File: config.mk
export PLATFORM = sky130hd
export DESIGN_NAME = umcls_top
export DESIGN_NICKNAME = d
export VERILOG_FILES = /design/src/umcls_pkg.sv /design/src/umcls_parity.sv /design/src/umcls_top.sv
export SDC_FILE = /design/constraint.sdc
export NUM_CORES = 1
export LEC_CHECK = 0
export BUFFER_PORTS_ARGS = -buffer_cell sky130_fd_sc_hd__buf_4
export CAP_MARGIN = 30
export CORE_UTILIZATION = 43
export DETAILED_ROUTE_END_ITERATION = 16
export PLACE_DENSITY = 0.89
export RECOVER_POWER = 100
export REMOVE_ABC_BUFFERS = 1
export SYNTH_ARGS = -nofsm -noshare
export SYNTH_HDL_FRONTEND = slang
export SYNTH_SLANG_ARGS = --single-unit
File: constraint.sdc
create_clock -name clock_i -period 2.2 [get_ports clock_i]
set_input_delay 0.22 -clock clock_i [delete_from_list [all_inputs] [get_ports clock_i]]
set_output_delay 0.22 -clock clock_i [all_outputs]
set_load 0.01 [all_outputs]
File: src/umcls_pkg.sv
// Constants shared by the modem control and line status block.
package umcls_pkg;

  // Register byte addresses.
  localparam logic [9:0] MODEM_LINE_CONTROL_ADDR = 10'h3FC;
  localparam logic [9:0] SERIAL_LINE_STATE_ADDR  = 10'h3FD;

  // Modem control field positions.
  localparam int unsigned MLC_TERM_READY_BIT = 0;
  localparam int unsigned MLC_SEND_REQ_BIT   = 1;
  localparam int unsigned MLC_IRQ_ENABLE_BIT = 3;
  localparam int unsigned MLC_LOOPBACK_BIT   = 4;

  // Writable modem control bits; bits 2 and 5 to 7 stay zero.
  localparam logic [7:0] MLC_WRITE_MASK = 8'h1B;
  localparam logic [7:0] MLC_RESET      = 8'h00;

  // Line status field positions.
  localparam int unsigned SLS_CHAR_AVAIL_BIT = 0;
  localparam int unsigned SLS_OVERRUN_BIT    = 1;
  localparam int unsigned SLS_PARITY_BIT     = 2;
  localparam int unsigned SLS_FRAMING_BIT    = 3;
  localparam int unsigned SLS_BREAK_BIT      = 4;
  localparam int unsigned SLS_HOLD_EMPTY_BIT = 5;
  localparam int unsigned SLS_ALL_IDLE_BIT   = 6;
  localparam logic [7:0]  SLS_RESET          = 8'h60;

  // Line control field positions used here.
  localparam int unsigned LCR_PARITY_EN_BIT  = 3;
  localparam int unsigned LCR_EVEN_BIT       = 4;
  localparam int unsigned LCR_STICK_BIT      = 5;
  localparam int unsigned LCR_SET_BREAK_BIT  = 6;

  // Interrupt enable field positions.
  localparam int unsigned IER_HOLD_EMPTY_BIT = 1;
  localparam int unsigned IER_LINE_STAT_BIT  = 2;

  // Frame length piece, in bit times, and the value read from unmapped addresses.
  localparam logic [3:0] FRAME_FIXED_BITS = 4'h7;
  localparam logic [7:0] READ_IDLE_VALUE  = 8'h00;

  // Break detector states.
  typedef enum logic [1:0] {
    BRK_IDLE,
    BRK_COUNT,
    BRK_HELD
  } umcls_brk_state_type;

endpackage

File: src/umcls_parity.sv
// Parity check of a received character.
`timescale 1ns/1ns
module umcls_parity
  import umcls_pkg::*;
(
  // Received character
  input  wire logic [7:0] data_i,
  input  wire logic [1:0] word_len_sel_i,
  input  wire logic       parity_bit_i,
  // Line format
  input  wire logic       enable_i,
  input  wire logic       even_i,
  input  wire logic       stick_i,
  // Result
  output logic            fault_o
);

  logic [7:0] used_bits;
  logic       expected;

  // Bits above the word length are not part of the character.
  genvar g;
  generate
    for (g = 0; g < 8; g++) begin : g_mask
      if (g < 5) begin : g_low
        assign used_bits[g] = data_i[g];
      end else begin : g_high
        assign used_bits[g] = data_i[g] & (word_len_sel_i >= 2'(g - 4));
      end
    end
  endgenerate

  // Stick parity forces the bit opposite to the even select.
  always_comb begin
    if (stick_i) begin
      expected = ~even_i;
    end else begin
      expected = even_i ? (^used_bits) : ~(^used_bits);
    end
    fault_o = enable_i & (parity_bit_i != expected); // RULE_20 RULE_14
  end

endmodule // umcls_parity

File: src/umcls_top.sv
// Modem control and line status block of a serial port.
`timescale 1ns/1ns
// What this block does
// RULE_01 - Control bit 0 set drives terminal ready low
// RULE_02 - Control bit 1 set drives send request low
// RULE_03 - Interrupt line passes only with control bit 3
// RULE_04 - Loopback holds serial output marking, ignores input
// RULE_05 - Loopback routes transmit shifter into receiver
// RULE_06 - Loopback feeds control outputs into modem inputs
// RULE_07 - Loopback forces modem control pins high
// RULE_08 - Status bit 7 zero; bits 0-6 fixed order
// RULE_09 - Error bits raise line interrupt when enabled
// RULE_10 - Status read clears error bits 1-4
// RULE_11 - Error flags set at stop bit
// RULE_12 - Data ready follows buffered received data
// RULE_13 - Overrun set when unread character overwritten
// RULE_14 - Parity error on parity mismatch
// RULE_15 - Framing error when stop bit is spacing
// RULE_16 - Break when spacing exceeds a character time
// RULE_17 - Holding empty set on transfer, cleared by write
// RULE_18 - Holding empty interrupt, cleared by ident read
// RULE_19 - Transmitter empty while holding and shifter empty
// RULE_20 - Parity uses even select and enable bits
// RULE_21 - Unused control bits read zero, ignore writes
module umcls_top
  import umcls_pkg::*;
#(
  parameter int unsigned ADDR_W = 10
)
(
  // Clock and reset
  input  wire logic              clock_i,
  input  wire logic              sys_rst_i,
  // Host register port
  input  wire logic [ADDR_W-1:0] host_addr_i,
  input  wire logic              host_rd_i,
  input  wire logic              host_wr_i,
  input  wire logic [7:0]        host_wdata_i,
  output logic      [7:0]        host_rdata_o,
  // Settings held by neighbouring registers
  input  wire logic [7:0]        line_control_i,
  input  wire logic [7:0]        irq_enable_i,
  input  wire logic              irq_ident_read_i,
  input  wire logic              irq_other_i,
  input  wire logic              irq_route_b_i,
  // Receiver handshakes
  input  wire logic              bit_tick_i,
  input  wire logic              rx_char_done_i,
  input  wire logic [7:0]        rx_data_i,
  input  wire logic              rx_parity_in_i,
  input  wire logic              rx_stop_in_i,
  input  wire logic              rx_buffer_drained_i,
  output logic                   rx_serial_o,
  // Transmitter handshakes
  input  wire logic              tx_hold_write_i,
  input  wire logic              tx_shift_load_i,
  input  wire logic              tx_shift_done_i,
  input  wire logic              tx_shift_out_i,
  // Serial and modem pins
  input  wire logic              serial_rx_pin_i,
  output logic                   serial_tx_pin_o,
  output logic                   terminal_ready_out_n_o,
  output logic                   send_request_out_n_o,
  input  wire logic [3:0]        modem_pin_n_i,
  output logic      [3:0]        modem_in_n_o,
  // Interrupt paths
  output logic                   line_stat_irq_o,
  output logic                   hold_empty_irq_o,
  output logic                   serial_irq_line_a_o,
  output logic                   serial_irq_line_b_o
);

  logic [7:0]          modem_line_control_reg;
  logic                rx_char_available_reg;
  logic                rx_overrun_reg;
  logic                rx_parity_fault_reg;
  logic                rx_framing_fault_reg;
  logic                rx_break_seen_reg;
  logic                tx_hold_empty_reg;
  logic                tx_shift_busy_reg;
  logic                hold_irq_pending_reg;
  logic [7:0]          rdata_reg;
  umcls_brk_state_type brk_state_reg;
  logic [3:0]          brk_count_reg;

  logic                loopback;
  logic                tx_all_idle;
  logic [7:0]          serial_line_state;
  logic                parity_fault;
  logic                mlc_write;
  logic                sls_read;
  logic                status_clear;
  logic                break_set;
  logic [3:0]          frame_bits;
  logic                any_irq;

  function automatic logic addr_hit(input logic [ADDR_W-1:0] addr, input logic [9:0] target);
    addr_hit = (addr == ADDR_W'(target));
  endfunction

  assign mlc_write    = host_wr_i & addr_hit(host_addr_i, MODEM_LINE_CONTROL_ADDR);
  assign sls_read     = host_rd_i & addr_hit(host_addr_i, SERIAL_LINE_STATE_ADDR);
  assign status_clear = sls_read;
  assign loopback     = modem_line_control_reg[MLC_LOOPBACK_BIT];

  // Only the defined bits are stored, so the rest always read back as zero.
  always_ff @(posedge clock_i) begin
    if (sys_rst_i) begin
      modem_line_control_reg <= MLC_RESET;
    end else if (mlc_write) begin
      modem_line_control_reg <= host_wdata_i & MLC_WRITE_MASK; // RULE_21
    end
  end

  // Modem control pins go inactive in loopback so the far end sees no handshake.
  always_comb begin
    terminal_ready_out_n_o = loopback | ~modem_line_control_reg[MLC_TERM_READY_BIT]; // RULE_01 RULE_07
    send_request_out_n_o   = loopback | ~modem_line_control_reg[MLC_SEND_REQ_BIT];   // RULE_02 RULE_07
  end

  // Ring has no control bit to feed it, so it reads inactive in loopback.
  always_comb begin
    if (loopback) begin
      modem_in_n_o[0] = ~modem_line_control_reg[MLC_SEND_REQ_BIT];   // RULE_06
      modem_in_n_o[1] = ~modem_line_control_reg[MLC_TERM_READY_BIT]; // RULE_06
      modem_in_n_o[2] = 1'b1;
      modem_in_n_o[3] = ~modem_line_control_reg[MLC_IRQ_ENABLE_BIT]; // RULE_06
    end else begin
      modem_in_n_o = modem_pin_n_i;
    end
  end

  // Serial paths; the break control acts on the pin only outside loopback.
  always_comb begin
    rx_serial_o     = loopback ? tx_shift_out_i : serial_rx_pin_i; // RULE_04 RULE_05
    serial_tx_pin_o = loopback | (tx_shift_out_i & ~line_control_i[LCR_SET_BREAK_BIT]); // RULE_04
  end

  umcls_parity u_parity (
    .data_i         (rx_data_i),
    .word_len_sel_i (line_control_i[1:0]),
    .parity_bit_i   (rx_parity_in_i),
    .enable_i       (line_control_i[LCR_PARITY_EN_BIT]),
    .even_i         (line_control_i[LCR_EVEN_BIT]),
    .stick_i        (line_control_i[LCR_STICK_BIT]),
    .fault_o        (parity_fault)
  );

  // A new character wins over a drain in the same cycle, so none is lost.
  always_ff @(posedge clock_i) begin
    if (sys_rst_i) begin
      rx_char_available_reg <= 1'b0;
    end else if (rx_char_done_i) begin
      rx_char_available_reg <= 1'b1; // RULE_12
    end else if (rx_buffer_drained_i) begin
      rx_char_available_reg <= 1'b0; // RULE_12
    end
  end

  // Error flags latch at the stop bit; a fresh error beats a clearing read.
  always_ff @(posedge clock_i) begin
    if (sys_rst_i) begin
      rx_overrun_reg       <= 1'b0;
      rx_parity_fault_reg  <= 1'b0;
      rx_framing_fault_reg <= 1'b0;
    end else begin
      if (rx_char_done_i && rx_char_available_reg && !rx_buffer_drained_i) begin
        rx_overrun_reg <= 1'b1; // RULE_13 RULE_11
      end else if (status_clear) begin
        rx_overrun_reg <= 1'b0; // RULE_10
      end
      if (rx_char_done_i && parity_fault) begin
        rx_parity_fault_reg <= 1'b1; // RULE_14 RULE_11
      end else if (status_clear) begin
        rx_parity_fault_reg <= 1'b0; // RULE_10
      end
      if (rx_char_done_i && !rx_stop_in_i) begin
        rx_framing_fault_reg <= 1'b1; // RULE_15 RULE_11
      end else if (status_clear) begin
        rx_framing_fault_reg <= 1'b0; // RULE_10
      end
    end
  end

  // Start, data, parity and stop bits make one character time.
  assign frame_bits = FRAME_FIXED_BITS + {2'b00, line_control_i[1:0]}
                      + {3'b000, line_control_i[LCR_PARITY_EN_BIT]};
  assign break_set  = (brk_state_reg == BRK_COUNT) && bit_tick_i && !rx_serial_o
                      && (brk_count_reg == frame_bits);

  // One break is reported per spacing period; the line must mark before the next.
  always_ff @(posedge clock_i) begin
    if (sys_rst_i) begin
      brk_state_reg <= BRK_IDLE;
      brk_count_reg <= 4'h0;
    end else begin
      case (brk_state_reg)
        BRK_IDLE: begin
          brk_count_reg <= 4'h0;
          if (!rx_serial_o) begin
            brk_state_reg <= BRK_COUNT;
          end
        end
        BRK_COUNT: begin
          if (rx_serial_o) begin
            brk_state_reg <= BRK_IDLE;
          end else if (break_set) begin
            brk_state_reg <= BRK_HELD; // RULE_16
          end else if (bit_tick_i) begin
            brk_count_reg <= brk_count_reg + 4'h1;
          end
        end
        BRK_HELD: begin
          if (rx_serial_o) begin
            brk_state_reg <= BRK_IDLE;
          end
        end
        default: begin
          brk_state_reg <= BRK_IDLE;
        end
      endcase
    end
  end

  always_ff @(posedge clock_i) begin
    if (sys_rst_i) begin
      rx_break_seen_reg <= 1'b0;
    end else if (break_set) begin
      rx_break_seen_reg <= 1'b1; // RULE_16
    end else if (status_clear) begin
      rx_break_seen_reg <= 1'b0; // RULE_10
    end
  end

  // Transfer into the shifter wins over a host write in the same cycle.
  always_ff @(posedge clock_i) begin
    if (sys_rst_i) begin
      tx_hold_empty_reg <= 1'b1;
    end else if (tx_shift_load_i) begin
      tx_hold_empty_reg <= 1'b1; // RULE_17
    end else if (tx_hold_write_i) begin
      tx_hold_empty_reg <= 1'b0; // RULE_17
    end
  end

  always_ff @(posedge clock_i) begin
    if (sys_rst_i) begin
      tx_shift_busy_reg <= 1'b0;
    end else if (tx_shift_load_i) begin
      tx_shift_busy_reg <= 1'b1; // RULE_19
    end else if (tx_shift_done_i) begin
      tx_shift_busy_reg <= 1'b0; // RULE_19
    end
  end

  assign tx_all_idle = tx_hold_empty_reg & ~tx_shift_busy_reg; // RULE_19

  // The holding-empty request is acknowledged by an identification read.
  always_ff @(posedge clock_i) begin
    if (sys_rst_i) begin
      hold_irq_pending_reg <= 1'b1;
    end else if (tx_shift_load_i) begin
      hold_irq_pending_reg <= 1'b1; // RULE_18
    end else if (irq_ident_read_i || tx_hold_write_i) begin
      hold_irq_pending_reg <= 1'b0; // RULE_18
    end
  end

  assign serial_line_state = {1'b0, tx_all_idle, tx_hold_empty_reg, rx_break_seen_reg,
                              rx_framing_fault_reg, rx_parity_fault_reg, rx_overrun_reg,
                              rx_char_available_reg}; // RULE_08

  always_comb begin
    line_stat_irq_o  = irq_enable_i[IER_LINE_STAT_BIT] & (|serial_line_state[4:1]); // RULE_09
    hold_empty_irq_o = irq_enable_i[IER_HOLD_EMPTY_BIT] & tx_hold_empty_reg & hold_irq_pending_reg; // RULE_18
    any_irq          = line_stat_irq_o | hold_empty_irq_o | irq_other_i;
    serial_irq_line_a_o = modem_line_control_reg[MLC_IRQ_ENABLE_BIT] & any_irq & ~irq_route_b_i; // RULE_03
    serial_irq_line_b_o = modem_line_control_reg[MLC_IRQ_ENABLE_BIT] & any_irq & irq_route_b_i;  // RULE_03
  end

  // Read data shows the value before the read's own clearing takes effect.
  always_ff @(posedge clock_i) begin
    if (sys_rst_i) begin
      rdata_reg <= READ_IDLE_VALUE;
    end else if (host_rd_i) begin
      if (addr_hit(host_addr_i, MODEM_LINE_CONTROL_ADDR)) begin
        rdata_reg <= modem_line_control_reg;
      end else if (sls_read) begin
        rdata_reg <= serial_line_state; // RULE_08
      end else begin
        rdata_reg <= READ_IDLE_VALUE;
      end
    end
  end

  assign host_rdata_o = rdata_reg;

  property p_term_ready;
    @(posedge clock_i) disable iff (sys_rst_i)
      mlc_write && !host_wdata_i[MLC_LOOPBACK_BIT] |=> terminal_ready_out_n_o == !$past(host_wdata_i[0]);
  endproperty
  a_term_ready: assert property (p_term_ready) else $error("terminal ready pin wrong"); // RULE_01

  property p_send_req;
    @(posedge clock_i) disable iff (sys_rst_i)
      mlc_write && !host_wdata_i[MLC_LOOPBACK_BIT] |=> send_request_out_n_o == !$past(host_wdata_i[1]);
  endproperty
  a_send_req: assert property (p_send_req) else $error("send request pin wrong"); // RULE_02

  property p_irq_gate;
    @(posedge clock_i) disable iff (sys_rst_i)
      mlc_write && !host_wdata_i[MLC_IRQ_ENABLE_BIT] |=> !serial_irq_line_a_o && !serial_irq_line_b_o;
  endproperty
  a_irq_gate: assert property (p_irq_gate) else $error("interrupt passed while gated"); // RULE_03

  property p_loop_paths;
    @(posedge clock_i) disable iff (sys_rst_i)
      loopback |-> serial_tx_pin_o && (rx_serial_o == tx_shift_out_i)
                   && terminal_ready_out_n_o && send_request_out_n_o
                   && (modem_in_n_o[0] == !modem_line_control_reg[MLC_SEND_REQ_BIT]);
  endproperty
  a_loop_paths: assert property (p_loop_paths) else $error("loopback routing wrong"); // RULE_04 RULE_05 RULE_06 RULE_07

  property p_ctl_readback;
    @(posedge clock_i) disable iff (sys_rst_i)
      mlc_write ##1 !mlc_write ##1 (host_rd_i && addr_hit(host_addr_i, MODEM_LINE_CONTROL_ADDR))
        |=> host_rdata_o == ($past(host_wdata_i, 3) & MLC_WRITE_MASK);
  endproperty
  a_ctl_readback: assert property (p_ctl_readback) else $error("control readback wrong"); // RULE_21

  property p_status_read;
    @(posedge clock_i) disable iff (sys_rst_i)
      sls_read && !rx_char_done_i && !break_set |=> serial_line_state[4:1] == 4'h0 && !host_rdata_o[7];
  endproperty
  a_status_read: assert property (p_status_read) else $error("status read did not clear"); // RULE_10 RULE_08

  property p_framing;
    @(posedge clock_i) disable iff (sys_rst_i)
      rx_char_done_i && !rx_stop_in_i |=> rx_framing_fault_reg && rx_char_available_reg;
  endproperty
  a_framing: assert property (p_framing) else $error("framing error missed"); // RULE_15 RULE_12

  property p_overrun;
    @(posedge clock_i) disable iff (sys_rst_i)
      rx_char_done_i && rx_char_available_reg && !rx_buffer_drained_i |=> rx_overrun_reg;
  endproperty
  a_overrun: assert property (p_overrun) else $error("overrun missed"); // RULE_13

  property p_line_irq;
    @(posedge clock_i) disable iff (sys_rst_i)
      rx_char_done_i && !rx_stop_in_i && irq_enable_i[IER_LINE_STAT_BIT] ##1 irq_enable_i[IER_LINE_STAT_BIT]
        |-> line_stat_irq_o;
  endproperty
  a_line_irq: assert property (p_line_irq) else $error("line status interrupt missing"); // RULE_09

  property p_hold_write;
    @(posedge clock_i) disable iff (sys_rst_i)
      tx_hold_write_i && !tx_shift_load_i |=> !tx_hold_empty_reg && !serial_line_state[SLS_ALL_IDLE_BIT];
  endproperty
  a_hold_write: assert property (p_hold_write) else $error("holding write did not clear"); // RULE_17 RULE_19

  property p_hold_irq_ack;
    @(posedge clock_i) disable iff (sys_rst_i)
      irq_ident_read_i && !tx_shift_load_i ##1 !tx_shift_load_i [*2] |-> !hold_empty_irq_o;
  endproperty
  a_hold_irq_ack: assert property (p_hold_irq_ack) else $error("holding interrupt not cleared"); // RULE_18

  property p_break;
    @(posedge clock_i) disable iff (sys_rst_i)
      break_set |=> rx_break_seen_reg && (brk_state_reg == BRK_HELD);
  endproperty
  a_break: assert property (p_break) else $error("break not flagged"); // RULE_16

  c_loopback: cover property (@(posedge clock_i) disable iff (sys_rst_i) loopback && rx_char_done_i);
  c_break:    cover property (@(posedge clock_i) disable iff (sys_rst_i) break_set);
  c_overrun:  cover property (@(posedge clock_i) disable iff (sys_rst_i) rx_char_done_i && rx_char_available_reg);
  c_hold_irq: cover property (@(posedge clock_i) disable iff (sys_rst_i) hold_empty_irq_o ##1 irq_ident_read_i);

endmodule // umcls_top

# Word-level counts from Yosys, hierarchy flattened
# Index checks and enable logic that the tools add are counted.
# word_totals
regBits	26
word_cells	105
inputBits	63
out_inout_bits	20
# classes
n_eq_ne	12
reduce_logical	24
add_sub_neg	3
order_cmp	3
mux	24
bitwise_logic	27
# op_table
op	n
10-bit == test, second input constant	2
4-bit 2-to-1 mux	4
1-bit AND	14
7-bit 2-to-1 mux	2
2-bit nonzero test	7
1-bit 2-to-1 mux	12
2-bit != test, second input constant	5
2-bit 2-to-1 mux	4
1-bit inverter	8
4-bit one-hot mux with 2 select lines	1
8-bit XOR reduction	1
1-bit logical AND	7
2-bit one-hot mux with 3 select lines	1
1-bit OR	5
3-bit by 2-bit adder with 4-bit output, first input constant	1
4-bit by 1-bit adder with 4-bit output	1
4-bit by 1-bit adder with 4-bit output, second input constant	1
4-bit == test	1
2-bit greater-or-equal comparator, second input constant	2
4-bit AND reduction	1
4-bit OR reduction	1
1-bit zero test	3
3-bit != test, second input constant	1
3-bit AND reduction	1
other kinds (7)	7

# Logic depth before layout (Yosys ltp)
# Gate-level depths: netlist of the first run.
# logic_depth
word_depth	10
mapped_depth	8
ltp_nobuf	8

# Modules after synthesis
# Synthesis of the first run repeated with hierarchy kept, for this count alone.
# unflattened
cells_unflattened	163
area_unflattened_um2	1507.7
# by_module_without_submodules
module	cells_each	instances	area_each_um2	seq_area_each_um2
umcls_top	144	1	1303.8	500.5
umcls_parity	19	1	203.9	0.0

# Worst setup path before layout of the first run
# No wires, ideal clock.
# synth_path
kind	in2reg
startpoint	input line_control_i[0]
endpoint	register brk_count_reg[3]
path_slack_ns	0.462
t_arrival_ns	1.664
path_buffers	0
required_ns	2.126
setup_time_ns	0.074
cell_stages	8
cell_sequence	inv_1 > ha_1 > ha_1 > and3b_1 > o211ai_2 > nand2_2 > or4_1 > a31oi_1
# synth_via
elab_chain_cells	6
# synth_rtl
element	line_no	rtl
start: declaration	umcls_top.sv:41	input wire logic [7:0] line_control_i,
3-bit by 2-bit adder with 4-bit output	umcls_top.sv:186	assign frame_bits = FRAME_FIXED_BITS + {2'b00, line_control_i[1:0]}
4-bit by 1-bit adder with 4-bit output	umcls_top.sv:187	+ {3'b000, line_control_i[LCR_PARITY_EN_BIT]};
4-bit == test	umcls_top.sv:189	&& (brk_count_reg == frame_bits);
1-bit logical AND	umcls_top.sv:189	
2-bit != test (no line)	--	
4-bit AND reduction (no line)	--	
end signal: assignment	umcls_top.sv:210	brk_count_reg <= brk_count_reg + 4'h1;
end: declaration	umcls_top.sv:84	logic [3:0] brk_count_reg;
# Every way passes these cells.
# A chain may end at the register's enable or synchronous reset.

# Final worst setup path of the first run
# layout_path
startpoint	register rx_framing_fault_reg
endpoint	output serial_irq_line_b_o
# layout_via
elab_chain_cells	6
# layout_rtl
element	line_no	rtl
start: declaration	umcls_top.sv:77	logic rx_framing_fault_reg;
start signal: assignment	umcls_top.sv:165	rx_framing_fault_reg <= 1'b0;
start signal: assignment	umcls_top.sv:178	rx_framing_fault_reg <= 1'b1;
start signal: assignment	umcls_top.sv:180	rx_framing_fault_reg <= 1'b0;
4-bit OR reduction	umcls_top.sv:274	line_stat_irq_o = irq_enable_i[IER_LINE_STAT_BIT] & (|serial_line_state[4:1]);
1-bit AND	umcls_top.sv:274	
1-bit OR (2 in series)	umcls_top.sv:276	any_irq = line_stat_irq_o | hold_empty_irq_o | irq_other_i;
1-bit AND (2 in series)	umcls_top.sv:278	serial_irq_line_b_o = modem_line_control_reg[MLC_IRQ_ENABLE_BIT] & any_irq & irq_route_b_i;
end: declaration	umcls_top.sv:70	output logic serial_irq_line_b_o
# Every way passes these cells.

==> results of run 1 <==
-- through the flow --
step	util, %	hold WS (ps)	area, sq um	std cells	worst slack, ps
floorplan	-	289.1	1400	168	462.3
global placement	63.83	416.7	1981	282	284.6
detailed placement	63.83	430.1	1981	282	221.4
CTS	64.80	65.78	2011	286	304.8
global route	61.49	59.44	1908	286	230.8
finish	61.49	70.92	1908	286	345.6
-- layout by cell type, fill, tap and decap left out, types with 2 or more instances in the layout --
cell type,Yosys,routed
xor2_1,2,2
or4_1,2,2
mux2_2,3,3
clkbuf_4,0,4
nand2_1,14,14
nand4_1,2,2
a21oi_1,10,10
clkbuf_1,4,20
nor2b_1,3,3
or3_1,2,2
o21ai_0,8,8
dfxtp_1,25,25
o211ai_1,2,2
nand2_2,2,2
nor4_1,1,3
nand3b_1,2,2
ha_1,3,3
buf_4,1,49
a31oi_1,3,3
o211a_1,2,2
mux2i_1,4,5
xnor2_1,4,4
a22oi_1,6,6
nand2b_1,3,3
nand3_1,6,6
inv_1,15,15
nor3_1,2,2
nor2_1,21,21
and2_0,0,2
-- metal layers --
metal / vias up / wire, um / track usage, % / share of wire [%]
met2: 62 / 1548 / 36.92 / 46
met1: 644 / 1491 / 24.16 / 45
met5: - / 0 / 0 / 0
met3: 6 / 242 / 2.402 / 7.3
met4: 0 / 55 / 7.973 / 1.6
li1: 742 / - / - / -
-- cell type report --
type                       instances  area (sq um)
clock inverter                     1         7.507
multi-input combinational        127         812.0
clock buffer                       3         22.52
sequential                        25         500.5
tap                               44         55.05
inverter                          16         60.06
timing repair buffer              70         450.4
fill                             324          1195
-- worst min-delay path by stage --
stage	start	endpoint	slack (ps)	cells after the start
2_1_floorplan	sys_rst_i	brk_count_reg[0]$_SDFFE_PP0P_	290	1
3_3_place_gp	tx_hold_write_i	tx_hold_empty_reg$_SDFFE_PP1P_	420	2
3_5_place_dp	hold_irq_pending_reg$_SDFFE_PP1P_	hold_irq_pending_reg$_SDFFE_PP1P_	430	2
4_1_cts	tx_hold_write_i	tx_hold_empty_reg$_SDFFE_PP1P_	70	2
5_1_grt	tx_hold_write_i	tx_hold_empty_reg$_SDFFE_PP1P_	60	2
6_report	tx_hold_write_i	tx_hold_empty_reg$_SDFFE_PP1P_	70	2
-- worst reg2reg max path, cell delays in order, from the launching register on --
cell     delay, ps
dfxtp_1        400
mux2i_1        370
and2_0         250
nand2_2         90
or4_1          480
a31oi_1        180
-- logic make-up (layout without fill, tap and decap cells) --
family,Yosys count,in the layout
adder cells (fa/ha/maj),3,3
AND/OR/NAND/NOR,70,70
flip-flops,25,25
multiplexers,8,8
buffers and inverters,21,90
XOR/XNOR,7,7
other,1,1
AO/OA/AOI/OAI,38,38
-- power groups by stage --
stage                     registers (mW)  clock network (mW)  logic (mW)
after floorplan                    0.479                   0      0.0789
after global placement             0.481                   0       0.181
after detailed placement           0.481                   0       0.187
after CTS                          0.472               0.216       0.188
after global routing               0.474               0.233       0.193
final                              0.472               0.208       0.175
==> metrics.md, run 1 <==
| Metric | Value |
|---|---|
| CTS H-Tree Depth | `1` |
| Leading register cell type out of synthesis | `dfxtp_1` |
| Cells after synthesis | `173` |
| Vias in the first global route | `around 1,400` |
| Total grt overflow | `0` |
| Total number of vias | `around 1,500` |
| # port buffers | `just under 70` |
| Post-synth EDFFs | `0` |
| Worst vdd rail ir drop | `around 0.25 mV` |
| Post-synthesis sequential area ratio | `about a third` |
| 1st-iter DRT viols | `29` |
| Final WL | `around 3300 um` |
| ANT cells | `0` |
| Ys Warns | `0` |
| Core area | `between 0.003 and 0.004 sq mm` |
| CTS tree | `yes` |
| Pwr Density | `around 450 mW/mm^2` |
| Max FFs per register | `7` |
| Clk buf depth | `2` |
| Setup-failing EPs final | `0` |
| CP startpoint kind | `register` |
| Via/cell ratio | `5.084` |
| Post-route setup TNS | `0 ps` |
| R2R setup slack | `between 300 and 400 ps` |
| Mapped Area | `0.001423 sq mm` |
| Hpwl dp | `about 2700 um` |
| Hold Path Class | `input port to register` |
| Std cell rows | `20` |
| CP arrival | `1630 ps` |
| Crit. End Element | `primary output` |
| # DRC | `0` |
| Hold bufs inserted after CTS | `0` |
| Buf/Inv on CP | `1` |
| Number of max-cap violations | `0` |
| Reg2Reg Launch Point | `modem_line_control_reg[4]$_SDFFE_PP0P_` |
| CP required | `1980 ps` |
| First drt pass iteration count | `4` |
| Die height | `a little under 60 um` |
| CP max stage delay | `440 ps` |
| Synth top area share | `between 30% and 40%` |
| Part of the power in registers | `between 50 and 60%` |
| Worst-Margin Slew | `~1100 ps` |
| Syn_area_per_cell | `8.223 sq um` |
| Reg2reg end | `brk_count_reg[3]$_SDFFE_PP0P_` |
| Area contributors post-synth | `dfxtp_1 (35%), nor2_1 (5.5%), inv_1 (4.0%)` |
| Routability cong. | `just under 0.8` |
| CP startpoint | `rx_framing_fault_reg$_SDFFE_PP0P_` |
| Compound-cell area share of the yosys netlist | `between 10% and 20%` |
| RSZ-0062 raised after global routing | `false` |
| Num CTS Buffers | `3` |
| Clk sinks | `25` |
| Wire per inst | `~12 um` |
| R2R cell count | `5` |
| First-pass GRT wire length | `approximately 5500 um` |
| Area delta synth->final | `34.12%` |
| Outcome | `complete, no violations` |
| Cell Chain, Critical Path | `o41a_1 -> o31ai_1 -> nor2_1 -> clkbuf_1` |
| Max frequency | `539.3 MHz` |
| Yosys reg bits | `25` |
| Share of cells above drive strength 1 | `approximately a quarter` |
| Die footprint | `about 0.0035 sq mm` |
| Slowest CP cell | `o41a_1` |
| Clock power share | `between 20% and 30%` |
| Worst path depth | `4` |
| Yosys top cell by area | `dfxtp_1` |
| Synth Area in XOR/XNOR | `roughly 5.3%` |
| Critical path destination | `serial_irq_line_b_o` |
| Combinational power share | `20.5%` |
| Post-Synth Simple-Gate Area | `26.56%` |
| P_int | `roughly 0.63 mW` |
| IO Count | `83` |
| Multiplexer share of the synthesized area | `under 10%` |
| Post-route clock period utilization | `a little over four fifths` |
| Switching Fraction | `26.16%` |
| Final ANT Viol Nets | `0` |
| Post-Synth Adder-Cell Area | `about 2.6%` |
| Setup Buffers After CTS | `0` |
| Library cells used by synthesis | `48` |
| Initial antenna violation count | `0` |
| Sw power | `about 0.22 mW` |
| Leakage | `0.8168 nW` |
| Min Tclk post-route | `between 1500 and 2000 ps` |
| CP Max Fanout | `3` |
| Slew headroom | `between 20% and 30%` |
| Most frequent cell after synthesis | `dfxtp_1` |
| Power consumption | `0.8547 mW` |
| Post_cts resized | `0` |
| Post-synth ARST share | `0%` |
| Max Clock Skew | `approximately 16 ps` |
| Post-synth top cells | `dfxtp_1 (25), nor2_1 (21), inv_1 (15), nand2_1 (14), a21oi_1 (10)` |
| Later-pin clock latency in the skew report | `320 ps` |
| Nets | `~310` |
| Gr usage total | `20.32%` |
| Clock root buffer | `clkbuf_4` |
| Final Hold Fails | `0` |
| Worst-path clk slew | `about 150 ps` |
| Largest net degree at the start of global routing | `26` |
| Initial Util | `between 40% and 50%` |
| Crit path max-delay family | `compound AO/OA/AOI/OAI gates` |
| Max-slew violation count | `0` |
| Combinational family with the most area after synthesis | `simple AND/OR/NAND/NOR gates` |
| Setup CP Type | `register to primary output` |
| DIE WIDTH | `between 50 and 60 um` |
No activity file was read; power rests on OpenSTA's default activity.
==> inputs of run 2 (changes only) <==
Settings changed: ABC_AREA set to 1, CORE_UTILIZATION 43 to 39, PLACE_DENSITY 0.89 to 0.85.
Clock period 2.2 ns to 1.52 ns, I/O delays scaled along.
==> metrics.md, run 2 <==
| Metric | Value |
|---|---|
| Largest net degree at the start of global routing | `16` |
| Switching Fraction | `around a quarter` |
| Most frequent cells in the layout | `buf_4 (63), nand2_1 (44), inv_1 (29), dfxtp_1 (23), nor2_1 (19)` |
| Area contributors post-synth | `dfxtp_1 (35%), nand2_1 (11%), inv_1 (7.0%)` |
| Via/cell ratio | `4.821` |
| Yosys top cell by area | `dfxtp_1` |
| IO Count | `83` |
| Max-slew violation count | `0` |
| Mapped Area | `around 0.0014 sq mm` |
| Combinational family with the most area after synthesis | `simple AND/OR/NAND/NOR gates` |
| Initial Util | `41.95%` |
| Routability cong. | `~0.79` |
| Leakage | `around 1.0 nW` |
| CP arrival | `approximately 1300 ps` |
| Vias in the first global route | `1,461` |
| # port buffers | `69` |
| Post-Synth Adder-Cell Area | `2.600%` |
| CTS H-Tree Depth | `1` |
| Worst-path clk slew | `~90 ps` |
| Worst vdd rail ir drop | `~0.33 mV` |
| Synth Area in XOR/XNOR | `under 10%` |
| Wire per inst | `between 10 and 15 um` |
| Max Clock Skew | `6.470 ps` |
| Commonest non-fill, non-tap cell in the layout | `buf_4` |
| Final WL | `3423 um` |
| Total grt overflow | `0` |
| Clock root buffer | `clkbuf_8` |
| Post-Synth Simple-Gate Area | `about a third` |
| Post-synth ARST share | `0%` |
| Gr usage total | `18.49%` |
| Nets | `~350` |
| Clk sinks | `25` |
| Std cell rows | `21` |
| 1st-iter DRT viols | `75` |
| Hold bufs inserted after CTS | `0` |
| Pwr Density | `676.1 mW/mm^2` |
| Part of the power in registers | `between 40% and 50%` |
| Die height | `between 60 and 70 um` |
| Hold Path Depth | `2` |
| Clock power share | `between 20 and 30%` |
| Final hold slack | `roughly 68 ps` |
| Sw power | `approximately 0.37 mW` |
| Post-synth top cells | `nand2_1 (43), inv_1 (27), dfxtp_1 (25), nor2_1 (19), nand3_1 (17)` |
| Post-route clock period utilization | `between 90 and 100%` |
| Num CTS Buffers | `3` |
| Crit. End Element | `primary output` |
| Cells after synthesis | `210` |
| Yosys reg bits | `25` |
| CP startpoint kind | `register` |
| Core area | `between 0.003 and 0.004 sq mm` |
| CP Max Fanout | `3` |
| Slew headroom | `about 65%` |
| Clk buf depth | `2` |
| Final Hold Fails | `0` |
| Final Non-Filler Cells | `330` |
| Leading register cell type out of synthesis | `dfxtp_1` |
| Number of max-cap violations | `0` |
| Compound-cell area share of the yosys netlist | `between 10 and 15%` |
| Most frequent cell after synthesis | `nand2_1` |
| RSZ-0062 raised after global routing | `true` |
| CTS tree | `yes` |
| Area delta synth->final | `42.03%` |
| Post-synthesis sequential area ratio | `34.66%` |
| Multiplexer share of the synthesized area | `0%` |
| Placed Instances | `roughly 320` |
| Post-route setup TNS | `0 ps` |
| ANT cells | `0` |
| Hold Path Class | `input port to register` |
| Ys Warns | `0` |
| Outcome | `complete, no violations` |
| First drt pass iteration count | `4` |
| Min Tclk post-route | `roughly 1500 ps` |
| Setup-failing EPs final | `0` |
| Post-synth EDFFs | `0` |
| R2R cell count | `9` |
| Initial antenna violation count | `0` |
| Slowest CP cell | `dfxtp_2` |
| Cell Chain, Critical Path | `nor3_2 -> a21boi_2 -> o31ai_2 -> nor2_1 -> buf_4` |
| First-pass GRT wire length | `roughly 6000 um` |
| Worst-Margin Slew | `524.8 ps` |
| P_int | `a little over 1 mW` |
| DIE WIDTH | `62.85 um` |
| Die footprint | `approximately 0.004 sq mm` |
| Power consumption | `between 1 and 1.5 mW` |
| Final ANT Viol Nets | `0` |
| Max FFs per register | `7` |
| Max frequency | `between 600 and 700 MHz` |
| Setup CP Type | `register to primary output` |
| Total number of vias | `around 1,600` |
| CP required | `1370 ps` |
| Share of cells above drive strength 1 | `between 20% and 30%` |
| Library cells used by synthesis | `34` |
| Syn_area_per_cell | `between 6 and 7 sq um` |
| Hpwl dp | `roughly 2700 um` |
| CP max stage delay | `about 350 ps` |
| Combinational power share | `a little over a fifth` |
| Synth top area share | `34.66%` |
| Later-pin clock latency in the skew report | `~270 ps` |
| # DRC | `0` |
==> run 2: cell types whose count changed after synthesis, moves of 3 or more <==
cell	before	now
nand4_1	2	5
inv_2	1	7
nand2_1	14	43
xor2_1	2	6
nor3_1	2	8
nor2b_1	3	0
nand2b_1	3	0
a22oi_1	6	0
inv_1	15	27
mux2i_1	4	0
nand3_1	6	17
mux2_2	3	0
o21ai_0	8	11
==> run 2: critical path, delay by kind of cell, from the launching register on <==
kind	cells	cell delay, ps
AO/OA/AOI/OAI	2	300
buffers and inverters	1	140
flip-flops	1	350
AND/OR/NAND/NOR	2	270
==> run 2: per-layer routing <==
layer | vias up | GRT usage [%] | wire length (um)
met2 | 56 | 33.02 | 1669
met4 | 0 | 7.849 | 41
met5 | - | 0 | 0
met1 | 699 | 20.62 | 1449
li1 | 832 | - | -
met3 | 4 | 4.562 | 262
==> run 2: per-stage QoR <==
step / utilization [%] / worst slack (ps) / area, sq um
finish: 59.58 / 41.59 / 2051
global route: 59.58 / -69.83 / 2051
CTS: 61.03 / -25.09 / 2101
detailed placement: 58.74 / -107.7 / 2022
global placement: 58.74 / -75.98 / 2022
floorplan: - / 80.85 / 1424
==> run 2: cells by family (layout without fill, tap and decap cells) <==
family / Yosys count / count (layout)
other: 1 / 1
XOR/XNOR: 9 / 9
buffers and inverters: 38 / 112
AO/OA/AOI/OAI: 32 / 32
AND/OR/NAND/NOR: 102 / 102
adder cells (fa/ha/maj): 3 / 3
flip-flops: 25 / 25
==> run 2: power by group through the flow <==
stage	Clock [mW]	Combinational, mW	Sequential, mW
global placement	0	0.289	0.703
CTS	0.407	0.308	0.690
global route	0.434	0.334	0.694
finish	0.399	0.296	0.691
floorplan	0	0.132	0.703
detailed placement	0	0.297	0.704
==> run 2: cell type report <==
class                   count  area (sq um)
flip-flops and latches     25         503.0
clock buffers               3         41.29
fillers                   338          1391
multi-input cells         147         795.8
inverters                  34         127.6
well taps                  46         57.56
clock inverters             1         7.507
repair buffers             74         518.0
==> run 2: timing repair <==
item | CTS | global route
gates resized for setup | 5 | 1
setup buffers | 2 | 0
setup endpoints to repair | 2 | 2
pin swaps | 3 | 3
==> run 2: worst paths after layout <==
kind,start,to,slack (ps)
max,rx_parity_fault_reg$_SDFFE_PP0P_,serial_irq_line_a_o,40
min reg2reg,hold_irq_pending_reg$_SDFFE_PP1P_,hold_irq_pending_reg$_SDFFE_PP1P_,450
min,tx_hold_write_i,tx_hold_empty_reg$_SDFFE_PP1P_,70
max reg2reg,modem_line_control_reg[4]$_SDFFE_PP0P_,brk_count_reg[3]$_SDFFE_PP0P_,80
